**src/design/stl_params.svh**
```systemverilog
// constants for the travel limit, speed and timer block
`ifndef STL_PARAMS_SVH
`define STL_PARAMS_SVH
`define STL_CLK_HZ 40000000
`define STL_TICK_PERIOD_US 1000
`define STL_TICK_CYCLES ((`STL_CLK_HZ / 1000000) * `STL_TICK_PERIOD_US)
`define STL_LIMIT_NEG_RST 32'h8000_07D1
`define STL_LIMIT_POS_RST 32'h7FFF_F82F
`define STL_TIMER_MAX 32'h7FFF_F82F
`define STL_TIMER_MIN 32'h8000_07D1
`define STL_ERR_POS 8'h82
`define STL_ERR_NEG 8'h83
`define STL_BAND_MAX 32'h0000_7FFF
`define STL_BAND_RST_DIV 200
`define STL_MAX_SPEED_RST 32'h0001_0000
`define STL_SPEED_MIN_RES 32'h0000_0001
`define STL_OFS_CTRL 8'h00
`define STL_OFS_STATUS 8'h04
`define STL_OFS_NEG_LIM 8'h08
`define STL_OFS_POS_LIM 8'h0C
`define STL_OFS_SPEED 8'h10
`define STL_OFS_MAX_SPEED 8'h14
`define STL_OFS_BAND 8'h18
`define STL_OFS_TIMER 8'h1C
`define STL_OFS_CNT_REV 8'h20
`define STL_OFS_ERR 8'h24
`define STL_CTRL_ON_BIT 0
`define STL_CTRL_OFF_BIT 1
`define STL_CTRL_STOP_BIT 2
`define STL_CTRL_START_BIT 3
`define STL_CTRL_ERRCLR_BIT 4
`define STL_CNT_REV_RST 32'h0000_0FA0
`endif

```
**src/design/stl_pkg.sv**
```systemverilog
// types for the travel limit, speed and timer block
package stl_pkg;
   typedef enum logic [1:0] {STL_RUN, STL_LIM_STOP, STL_CMD_STOP} stl_stop_t;
   typedef enum logic [1:0] {STL_DEC_NONE, STL_DEC_PROG, STL_DEC_MAX} stl_decel_t;
endpackage

```
**src/design/stl_motion_supervisor.sv**
```systemverilog
// travel limit, target speed, stop and standstill band supervisor with axi4-lite regs
// Operation
// - positive limit checked only moving positive, negative limit only moving negative
// - compare commanded position, not encoder position; exceed starts a stop
// - check only when enabled and a non-homing motion is running
// - checking off after reset and at every program start
// - negative limit resets to -2147481647 counts, readable and writable
// - positive limit resets to +2147481647 counts, readable and writable
// - limit stop decelerates with the maximum acceleration value
// - error code 130 for positive limit, 131 for negative limit
// - disable command turns off both limits at once
// - enable command turns on both limits, keeping stored values
// - speed write clamps negative to zero and above max to max
// - target speed resets to a quarter of max speed
// - new target speed goes to profile generator at once
// - speed resolves down to 0.00015 rev per second
// - stop command uses the programmed deceleration profile
// - stop does not latch any motion inhibit
// - zero band disables standstill correction, nonzero enables it
// - band saturates at 32767 counts
// - band resets to 0.005 revolution at power on and program start
// - timer counts up one step each millisecond
// - timer wraps from +2147481647 ms to -2147481647 ms
// - timer write loads the value, read returns the count
//
// Local design decisions: the register addresses and the AXI4-Lite interface to the registers.
`timescale 1ns/1ps
`default_nettype none
`include "stl_params.svh"
module stl_motion_supervisor
   import stl_pkg::*;
(
   input wire logic mclk,
   input wire logic rst_b,
   input wire logic [7:0] s_axi_awaddr,
   input wire logic s_axi_awvalid,
   output logic s_axi_awready,
   input wire logic [31:0] s_axi_wdata,
   input wire logic [3:0] s_axi_wstrb,
   input wire logic s_axi_wvalid,
   output logic s_axi_wready,
   output logic [1:0] s_axi_bresp,
   output logic s_axi_bvalid,
   input wire logic s_axi_bready,
   input wire logic [7:0] s_axi_araddr,
   input wire logic s_axi_arvalid,
   output logic s_axi_arready,
   output logic [31:0] s_axi_rdata,
   output logic [1:0] s_axi_rresp,
   output logic s_axi_rvalid,
   input wire logic s_axi_rready,
   input wire logic [31:0] cmdPosition,
   input wire logic motionActive,
   input wire logic moveDirNeg,
   input wire logic homingRun,
   output logic stopRequest,
   output logic useMaxAccelDecel,
   output logic [31:0] targetSpeed,
   output logic [31:0] standstillBand,
   output logic positionMaintainEn,
   output logic [7:0] errorCode
);
   logic [7:0] awAddrQ;
   logic awHeldQ;
   logic [31:0] wDataQ;
   logic [3:0] wStrbQ;
   logic wHeldQ;
   logic wrFire;
   logic [31:0] wrMerged;
   logic [31:0] wrOld;
   logic [31:0] rdMux;
   logic rdHit;
   logic wrHit;
   logic checkOnQ;
   logic [31:0] negLimitQ;
   logic [31:0] posLimitQ;
   logic [31:0] maxSpeedQ;
   logic [31:0] speedQ;
   logic [31:0] bandQ;
   logic [31:0] cntPerRevQ;
   logic [31:0] timerCount;
   stl_stop_t stopStateQ;
   logic [7:0] errQ;
   logic posTrip;
   logic negTrip;
   logic checkActive;
   logic ctrlWr;
   logic progStart;
   logic negLimWr;
   logic posLimWr;
   logic speedWr;
   logic maxSpeedWr;
   logic bandWr;
   logic cntRevWr;
   logic timerLoad;
   logic [31:0] bandInit;
   logic [31:0] clampSpeed;
   logic [31:0] clampBand;

   // write channel: address and data accepted in either order
   assign s_axi_awready = !awHeldQ && !s_axi_bvalid;
   assign s_axi_wready = !wHeldQ && !s_axi_bvalid;
   assign wrFire = awHeldQ && wHeldQ && !s_axi_bvalid;

   always_ff @(posedge mclk or negedge rst_b) begin
      if (!rst_b) begin
         awHeldQ <= 1'b0;
         awAddrQ <= 8'h00;
         wHeldQ <= 1'b0;
         wDataQ <= 32'h0000_0000;
         wStrbQ <= 4'h0;
         s_axi_bvalid <= 1'b0;
         s_axi_bresp <= 2'b00;
      end else begin
         if (s_axi_awvalid && s_axi_awready) begin
            awHeldQ <= 1'b1;
            awAddrQ <= s_axi_awaddr;
         end
         if (s_axi_wvalid && s_axi_wready) begin
            wHeldQ <= 1'b1;
            wDataQ <= s_axi_wdata;
            wStrbQ <= s_axi_wstrb;
         end
         if (wrFire) begin
            awHeldQ <= 1'b0;
            wHeldQ <= 1'b0;
            s_axi_bvalid <= 1'b1;
            s_axi_bresp <= wrHit ? 2'b00 : 2'b10;
         end else if (s_axi_bvalid && s_axi_bready) begin
            s_axi_bvalid <= 1'b0;
         end
      end
   end

   always_comb begin
      wrHit = 1'b1;
      unique case (awAddrQ)
         `STL_OFS_CTRL: wrOld = 32'h0000_0000;
         `STL_OFS_NEG_LIM: wrOld = negLimitQ;
         `STL_OFS_POS_LIM: wrOld = posLimitQ;
         `STL_OFS_SPEED: wrOld = speedQ;
         `STL_OFS_MAX_SPEED: wrOld = maxSpeedQ;
         `STL_OFS_BAND: wrOld = bandQ;
         `STL_OFS_TIMER: wrOld = timerCount;
         `STL_OFS_CNT_REV: wrOld = cntPerRevQ;
         default: begin
            wrOld = 32'h0000_0000;
            wrHit = 1'b0;
         end
      endcase
   end

   // byte-lane merge of write data onto the old value
   for (genvar b = 0; b < 4; b++) begin : gLane
      assign wrMerged[8*b +: 8] = wStrbQ[b] ? wDataQ[8*b +: 8] : wrOld[8*b +: 8];
   end

   // write strobes as plain nets so each one follows wrFire and the held address
   assign ctrlWr = wrFire && (awAddrQ == `STL_OFS_CTRL);
   assign negLimWr = wrFire && (awAddrQ == `STL_OFS_NEG_LIM);
   assign posLimWr = wrFire && (awAddrQ == `STL_OFS_POS_LIM);
   assign speedWr = wrFire && (awAddrQ == `STL_OFS_SPEED);
   assign maxSpeedWr = wrFire && (awAddrQ == `STL_OFS_MAX_SPEED);
   assign bandWr = wrFire && (awAddrQ == `STL_OFS_BAND);
   assign cntRevWr = wrFire && (awAddrQ == `STL_OFS_CNT_REV);
   assign timerLoad = wrFire && (awAddrQ == `STL_OFS_TIMER);
   assign progStart = ctrlWr && wrMerged[`STL_CTRL_START_BIT];

   // signed clamps for speed and band
   always_comb begin
      if ($signed(wrMerged) < 0) begin
         clampSpeed = 32'h0000_0000;
      end else if ($signed(wrMerged) > $signed(maxSpeedQ)) begin
         clampSpeed = maxSpeedQ;
      end else begin
         clampSpeed = wrMerged;
      end
      if ($signed(wrMerged) < 0) begin
         clampBand = 32'h0000_0000;
      end else if ($signed(wrMerged) > $signed(`STL_BAND_MAX)) begin
         clampBand = `STL_BAND_MAX;
      end else begin
         clampBand = wrMerged;
      end
   end

   // 0.005 rev in counts, saturated
   always_comb begin
      bandInit = cntPerRevQ / 32'(`STL_BAND_RST_DIV);
      if (bandInit > `STL_BAND_MAX) begin
         bandInit = `STL_BAND_MAX;
      end
   end

   // off wins over on when both bits are written together
   always_ff @(posedge mclk or negedge rst_b) begin
      if (!rst_b) begin
         checkOnQ <= 1'b0;
      end else if (progStart) begin
         checkOnQ <= 1'b0;
      end else if (ctrlWr && wrMerged[`STL_CTRL_OFF_BIT]) begin
         checkOnQ <= 1'b0;
      end else if (ctrlWr && wrMerged[`STL_CTRL_ON_BIT]) begin
         checkOnQ <= 1'b1;
      end
   end

   // limits stay put across program start; only checking is turned off there
   always_ff @(posedge mclk or negedge rst_b) begin
      if (!rst_b) begin
         negLimitQ <= `STL_LIMIT_NEG_RST;
         posLimitQ <= `STL_LIMIT_POS_RST;
      end else begin
         if (negLimWr) begin
            negLimitQ <= wrMerged;
         end
         if (posLimWr) begin
            posLimitQ <= wrMerged;
         end
      end
   end

   always_ff @(posedge mclk or negedge rst_b) begin
      if (!rst_b) begin
         maxSpeedQ <= `STL_MAX_SPEED_RST;
         cntPerRevQ <= `STL_CNT_REV_RST;
      end else begin
         if (maxSpeedWr) begin
            maxSpeedQ <= wrMerged;
         end
         if (cntRevWr) begin
            cntPerRevQ <= wrMerged;
         end
      end
   end

   // lowering max speed also pulls an over-range target down
   always_ff @(posedge mclk or negedge rst_b) begin
      if (!rst_b) begin
         speedQ <= `STL_MAX_SPEED_RST >> 2;
      end else if (speedWr) begin
         speedQ <= clampSpeed;
      end else if (maxSpeedWr && !wrMerged[31] && speedQ > wrMerged) begin
         speedQ <= wrMerged;
      end
   end
   assign targetSpeed = speedQ;

   always_ff @(posedge mclk or negedge rst_b) begin
      if (!rst_b) begin
         bandQ <= `STL_CNT_REV_RST / 32'(`STL_BAND_RST_DIV);
      end else if (progStart) begin
         bandQ <= bandInit;
      end else if (bandWr) begin
         bandQ <= clampBand;
      end
   end
   assign standstillBand = bandQ;
   assign positionMaintainEn = (bandQ != 32'h0000_0000);

   // limit evaluation on commanded position
   assign checkActive = checkOnQ && motionActive && !homingRun;
   assign posTrip = checkActive && !moveDirNeg
      && ($signed(cmdPosition) > $signed(posLimitQ));
   assign negTrip = checkActive && moveDirNeg
      && ($signed(cmdPosition) < $signed(negLimitQ));

   // a stop only applies to a running move, so nothing carries over to the next one
   always_ff @(posedge mclk or negedge rst_b) begin
      if (!rst_b) begin
         stopStateQ <= STL_RUN;
      end else if (posTrip || negTrip) begin
         stopStateQ <= STL_LIM_STOP;
      end else if (ctrlWr && wrMerged[`STL_CTRL_STOP_BIT] && motionActive
         && stopStateQ == STL_RUN) begin
         stopStateQ <= STL_CMD_STOP;
      end else if (!motionActive) begin
         stopStateQ <= STL_RUN;
      end
   end

   // a trip in the same cycle as a clear keeps the code
   always_ff @(posedge mclk or negedge rst_b) begin
      if (!rst_b) begin
         errQ <= 8'h00;
      end else if (posTrip) begin
         errQ <= `STL_ERR_POS;
      end else if (negTrip) begin
         errQ <= `STL_ERR_NEG;
      end else if (ctrlWr && wrMerged[`STL_CTRL_ERRCLR_BIT]) begin
         errQ <= 8'h00;
      end
   end
   assign errorCode = errQ;

   assign stopRequest = (stopStateQ != STL_RUN) && motionActive;
   assign useMaxAccelDecel = (stopStateQ == STL_LIM_STOP);

   stl_ms_timer uTimer (
      .mclk(mclk),
      .rst_b(rst_b),
      .load(timerLoad),
      .loadValue(wrMerged),
      .count(timerCount)
   );

   // read channel, one-cycle latency
   assign s_axi_arready = !s_axi_rvalid;

   always_comb begin
      rdHit = 1'b1;
      unique case (s_axi_araddr)
         `STL_OFS_CTRL: rdMux = {31'h0000_0000, checkOnQ};
         `STL_OFS_STATUS: rdMux = {28'h000_0000, positionMaintainEn, useMaxAccelDecel,
            stopRequest, checkOnQ};
         `STL_OFS_NEG_LIM: rdMux = negLimitQ;
         `STL_OFS_POS_LIM: rdMux = posLimitQ;
         `STL_OFS_SPEED: rdMux = speedQ;
         `STL_OFS_MAX_SPEED: rdMux = maxSpeedQ;
         `STL_OFS_BAND: rdMux = bandQ;
         `STL_OFS_TIMER: rdMux = timerCount;
         `STL_OFS_CNT_REV: rdMux = cntPerRevQ;
         `STL_OFS_ERR: rdMux = {24'h00_0000, errQ};
         default: begin
            rdMux = 32'h0000_0000;
            rdHit = 1'b0;
         end
      endcase
   end

   // rdata holds after the handshake until the next read is taken
   always_ff @(posedge mclk or negedge rst_b) begin
      if (!rst_b) begin
         s_axi_rvalid <= 1'b0;
         s_axi_rdata <= 32'h0000_0000;
         s_axi_rresp <= 2'b00;
      end else if (s_axi_arvalid && s_axi_arready) begin
         s_axi_rvalid <= 1'b1;
         s_axi_rdata <= rdMux;
         s_axi_rresp <= rdHit ? 2'b00 : 2'b10;
      end else if (s_axi_rvalid && s_axi_rready) begin
         s_axi_rvalid <= 1'b0;
      end
   end
endmodule
`default_nettype wire

```
**src/design/stl_ms_timer.sv**
```systemverilog
// free-running millisecond timer with wrap and load
`timescale 1ns/1ps
`default_nettype none
`include "stl_params.svh"
module stl_ms_timer
   import stl_pkg::*;
(
   input wire logic mclk,
   input wire logic rst_b,
   input wire logic load,
   input wire logic [31:0] loadValue,
   output logic [31:0] count
);
   localparam logic [15:0] TICK_LAST = 16'(`STL_TICK_CYCLES - 1);
   logic [15:0] divQ;
   logic tick;

   assign tick = (divQ == TICK_LAST);

   always_ff @(posedge mclk or negedge rst_b) begin
      if (!rst_b) begin
         divQ <= 16'h0000;
      end else if (load || tick) begin
         divQ <= 16'h0000;
      end else begin
         divQ <= divQ + 16'h0001;
      end
   end

   always_ff @(posedge mclk or negedge rst_b) begin
      if (!rst_b) begin
         count <= 32'h0000_0000;
      end else if (load) begin
         count <= loadValue;
      end else if (tick) begin
         if (count == `STL_TIMER_MAX) begin
            count <= `STL_TIMER_MIN;
         end else begin
            count <= count + 32'h0000_0001;
         end
      end
   end
endmodule
`default_nettype wire

```
**config.mk**
```make
export PLATFORM = sky130hd
export DESIGN_NAME = stl_motion_supervisor
export DESIGN_NICKNAME = d
export VERILOG_FILES = /design/src/design/stl_pkg.sv /design/src/design/stl_motion_supervisor.sv /design/src/design/stl_ms_timer.sv
export VERILOG_INCLUDE_DIRS = /design/src /design/src/design
export SDC_FILE = /design/constraint.sdc
export NUM_CORES = 1
export LEC_CHECK = 0
export BUFFER_PORTS_ARGS = -buffer_cell sky130_fd_sc_hd__clkbuf_2
export CAP_MARGIN = 20
export CORE_ASPECT_RATIO = 1.25
export CORE_MARGIN = 3
export CORE_UTILIZATION = 60
export DETAILED_ROUTE_END_ITERATION = 8
export PLACE_DENSITY = 0.8
export REMOVE_ABC_BUFFERS = 1
export SYNTH_ARGS = -nofsm -noshare
export SYNTH_HDL_FRONTEND = slang
export SYNTH_SLANG_ARGS = --single-unit
```
**constraint.sdc**
```tcl
create_clock -name mclk -period 17.8 [get_ports mclk]
set_input_delay 3.56 -clock mclk [delete_from_list [all_inputs] [get_ports mclk]]
set_output_delay 3.56 -clock mclk [all_outputs]
set_load 0.03 [all_outputs]
```
# Word level (Yosys, flattened, before mapping)
# Cells that the tools add are included.
# totals
ff_bits,335
latchBits,0
ramBits,0
romBits,0
input_bits,94
wordCells,149
memories,0
# classes
add_sub_neg,2
multipliers,0
div,1
order_cmp,7
eq_ne,20
shift,0
mux,40
bitwise,0
n_reduce_logical,58
# ops
cell,n
$mux 32,12
$pmux 32 s10,1
$pmux 32 s7,1
$gt 32x32->1,3
$eq 8x5->1 const B,8
$mux 8,7
$logic_and 1x1->1,33
$add 32x1->32 const B,1
$div 32x8->32 const B,1
$eq 32x31->1 const B,1
$eq 8x4->1 const B,4
$gt 32x15->1 const B,1
$gt 32x16->1 const B,1
$lt 32x1->1 const B,1
$lt 32x32->1,1
$reduce_bool 32->1,1
$eq 8x6->1 const B,3
$add 16x1->16 const B,1
$eq 16x16->1 const B,1
$logic_not 8->1,2
$mux 16,1
$reduce_bool 2->1,8
$mux 1,13
$mux 2,5
other kinds (9),17

# Depth between registers and ports, before layout
# logic_depth
ltp_word,8
depth_mapped,66
ltp_nobuf,54

# Cells and area by module
# Synthesis repeated with hierarchy kept, for this count alone.
# unflattened
cells_unflattened,3187
area_unflattened_um2,26724.4
# modules_own_cells
module,n_inst,cells_per_inst,area_per_inst_um2
stl_motion_supervisor,1,2845,23712.7
stl_ms_timer,1,342,3011.6

# Least setup slack after synthesis
# No wires, ideal clock.
# synth_timing
path_type,reg-to-reg
start,register cntPerRevQ[28]
end,"register bandQ[12], in the netlist standstillBand[12]"
arrival_time_ns,14.530
slack_ns,3.129
stages_incl_launch_ff,59
n_path_buf,4
period_less_slack_ns,14.671
cell_sequence,dfrtp_1 buf_2 o31a_1 o22ai_1 a221oi_2 mux2_4 o221a_2 nor3_4 mux2i_4 a2bb2oi_2 xnor2_1 and2_1 a311oi_4 a21oi_2 or4_4 and3_4 mux2_4 or3_1 (+23 left out) o21a_1 o22ai_2 o41ai_4 xnor2_1 a21o_1 mux2i_1 nand3_2 o211ai_4 xor2_4 a31oi_4 or4_1 o211ai_2 o22ai_1 o21ai_1 a221oi_2 o211ai_2 buf_6 o211ai_1
# synth_via
elab_chain_len,7
# synth_lines
item,line_no,text
start: declaration,stl_motion_supervisor.sv:80,logic [31:0] cntPerRevQ;
start signal: assignment,stl_motion_supervisor.sv:226,cntPerRevQ <= `STL_CNT_REV_RST;
start signal: assignment,stl_motion_supervisor.sv:232,cntPerRevQ <= wrMerged;
branches (longest 6 deep; another with $div 32x8->32),--,
$mux 32 *,stl_motion_supervisor.sv:252,end else if (progStart) begin
end signal: assignment,stl_motion_supervisor.sv:251,bandQ <= `STL_CNT_REV_RST / 32'(`STL_BAND_RST_DIV);
end signal: assignment,stl_motion_supervisor.sv:253,bandQ <= bandInit;
end signal: assignment,stl_motion_supervisor.sv:255,bandQ <= clampBand;
end: declaration,stl_motion_supervisor.sv:79,logic [31:0] bandQ;
# Every way passes the cells marked *. The select of a mux whose other input is x is not followed.
# A chain may end at the register's enable or synchronous reset.

# Worst setup path in the final report
# layout_timing
start,register cntPerRevQ[28]
end,"register bandQ[6], in the netlist standstillBand[6]"
# The elaborated chain is that of the path after synthesis.

==> metrics <==
wire per inst 24.6 um; Worst R2R Setup Slack 0.95 ns; RSZ-0062 raised after global routing no; crit path launch type flip-flop; DRT Wirelength 94200 um; failing checks design-rule violations; Post-synth EDFFs 0; worst-skew pair later-pin latency 0.55 ns; Final Wtd Congestion 0.963; CTS tree built; top cells by area, synth dfrtp_1 (27%), o21ai_0 (6.9%), ha_1 (6.2%); max-cap viol count 0; CTS Hold Bufs 0; Sink Count 326; asr flop ratio synth 1.00; FMAX 59.4 MHz; largest net degree at the start of global routing 124; Reg clk slew, reported paths 0.06 ns; area grow syn2layout 11.1%; global-route wire length before repair 146000 um; Period minus WS final 16.85 ns; Mapped Area 0.0260 mm^2; Hold Fails Final Rpt 0; All-Layer GR Usage 0.399; DRC 1; die area 0.0459 mm^2; WP buf/inv 3; critical path depth 56; 1st-pass router iterations 9; top cell type's share of synthesized area 0.272; core area 0.0425 mm^2; met3 WL 8850 um; slowest cell delay on critical path 0.65 ns; Synth area leader dfrtp_1; DP HPWL 67000 um; I/O pins 210; Clock Skew 0.0372 ns; # setup viols final 0; CP Max Fanout 17; CTS max path bufs 3; relative slew slack 0.243; H-Tree Depth 2; Num CTS Buffers 36; Hold WC Path Type flip-flop to flip-flop; critical path class flip-flop to flip-flop; synthesized flop and latch total 326; status complete, but fails checks; Max Transition Viols Final 0; DR iter-0 viols 3463; post-synth cell types 125; register area share after synthesis 0.316; Req. time, crit path 18.23 ns; Port Buffer Count 201; post-route met1 wirelength 33700 um; Tcrit/Tclk final 0.946; gr ovfl total 0; critical path endpoint category flip-flop; Avg Synthesized Cell Area 8.36 um^2; Initial Utilization 0.613; slowest cell on the critical path or4_1; Final TNS setup 0 ns; Die Span X 192 um; post-synthesis cell count 3114; Routed Antenna Nets 0; synth warn 0; Hold Crit Depth 1; antenna violations before repair 0; die height 239 um; vias per cell 7.02; r2r worst-path depth 56; ANT cells 0; Top FF cell, synth dfrtp_1; FP Rows 84; vias 26862; Arr. time, crit path 17.28 ns; Clock Tree Root clkbuf_16; Top Layer Used met4; vias in the first global route 26669; family with the most delay on the worst path compound AO/OA/AOI/OAI gates; met2 WL 44500 um; Final nets 3464; share of layout cells above drive strength 1 0.178; measured slew at the worst slew-check pin 1.13 ns
[layout by cell type (no fill, tap or decap), drive strengths merged, types with 21 or more instances in the layout]
master,instances
and3,43
o211ai,27
a21o,31
a22o,63
nand3,74
nor3,60
nor2,166
dfrtp,283
a211oi,38
mux2,83
o21ai,381
xnor2,34
clkbuf,258
nand2b,43
dfstp,43
mux2i,80
inv,167
nor2b,45
o21a,21
nand2,324
a22oi,55
a21oi,211
and2,43
a222oi,41
a221oi,31
xor2,25
buf,79
nor4,29
nand4,49
ha,129
[synth_stat cells, drive strengths merged (13+ instances only)]
| cell type | count |
|---|---|
| o21ai | 381 |
| nand2 | 324 |
| dfrtp | 283 |
| a21oi | 211 |
| inv | 166 |
| nor2 | 166 |
| clkbuf | 145 |
| ha | 129 |
| mux2 | 83 |
| mux2i | 80 |
| nand3 | 74 |
| a22o | 63 |
| nor3 | 60 |
| a22oi | 55 |
| buf | 52 |
| nand4 | 49 |
| nor2b | 45 |
| and2 | 43 |
| and3 | 43 |
| dfstp | 43 |
| nand2b | 43 |
| a222oi | 41 |
| a211oi | 38 |
| xnor2 | 34 |
| a21o | 31 |
| a221oi | 31 |
| nor4 | 29 |
| o211ai | 27 |
| xor2 | 25 |
| o21a | 21 |
| o31ai | 20 |
| a31oi | 19 |
| o22ai | 19 |
| or2 | 17 |
| a211o | 13 |
[cell type report]
| cell class | instances | area [um^2] |
|---|---|---|
| clock buffers | 58 | 1120 |
| clock inverters | 7 | 56.3 |
| fillers | 3471 | 13600 |
| inverters | 169 | 634 |
| multi-input cells | 2429 | 16500 |
| flip-flops and latches | 326 | 8220 |
| well taps | 559 | 699 |
| repair buffers | 279 | 1620 |
[registers in the layout, indices dropped and copies added (netlist names), 4 cells and up]
signal / flops
posLimitQ: 32
wStrbQ: 4
targetSpeed: 32
cntPerRevQ: 32
maxSpeedQ: 32
uTimer.count: 32
negLimitQ: 32
s_axi_rdata: 32
wDataQ: 32
uTimer.divQ: 16
standstillBand: 31
awAddrQ: 8
[per-stage QoR]
| step | hold slack [ns] | area (um^2) | util | instances | worst slack (ns) |
|---|---|---|---|---|---|
| 2_1_floorplan | 0.455 | 25200 | - | 2924 | 2.29 |
| 3_3_place_gp | 0.460 | 27600 | 0.649 | 3756 | 1.14 |
| 3_5_place_dp | 0.465 | 27600 | 0.650 | 3757 | 0.794 |
| 4_1_cts | 0.478 | 28800 | 0.677 | 3822 | 0.672 |
| 5_1_grt | 0.494 | 28900 | 0.681 | 3827 | 0.0177 |
| 6_report | 0.475 | 28900 | 0.681 | 3827 | 0.953 |
[logic make-up (layout without fill, tap and decap cells)]
logic type | count (synthesis) | count (layout) | synth area share
compound gates | 1115 | 1115 | 0.294
simple gates | 949 | 949 | 0.180
buf+inv | 366 | 513 | 0.0561
flops | 326 | 326 | 0.316
mux | 163 | 163 | 0.0675
fa+ha+maj | 135 | 135 | 0.0643
xor+xnor | 59 | 59 | 0.0226
other cells | 1 | 8 | 0.000144
[path summary, 6_finish.rpt]
kind                                 start           endpoint
setup / recovery            cntPerRevQ[28]  standstillBand[6]
hold / removal             s_axi_rdata[31]    s_axi_rdata[31]
setup reg to reg            cntPerRevQ[28]  standstillBand[6]
hold reg to reg            s_axi_rdata[31]    s_axi_rdata[31]
max in group asynchronous            rst_b     cntPerRevQ[29]
min in group asynchronous            rst_b          wDataQ[2]
[timing repair]
| item | 4_1_cts | 5_1_grt |
|---|---|---|
| buffers inserted | 0 | 3 |
| resized for setup | 0 | 16 |
| endpoints found under the setup margin | 0 | 13 |
[layer usage]
metal / vias up / track usage
met4: 0 / 0.262
met1: 12804 / 0.470
met2: 1692 / 0.663
met5: - / 0
met3: 500 / 0.0736
li1: 11866 / -
Power is not shown: default switching activity piles up to over one toggle a cycle in this logic, so the estimate is an artifact.
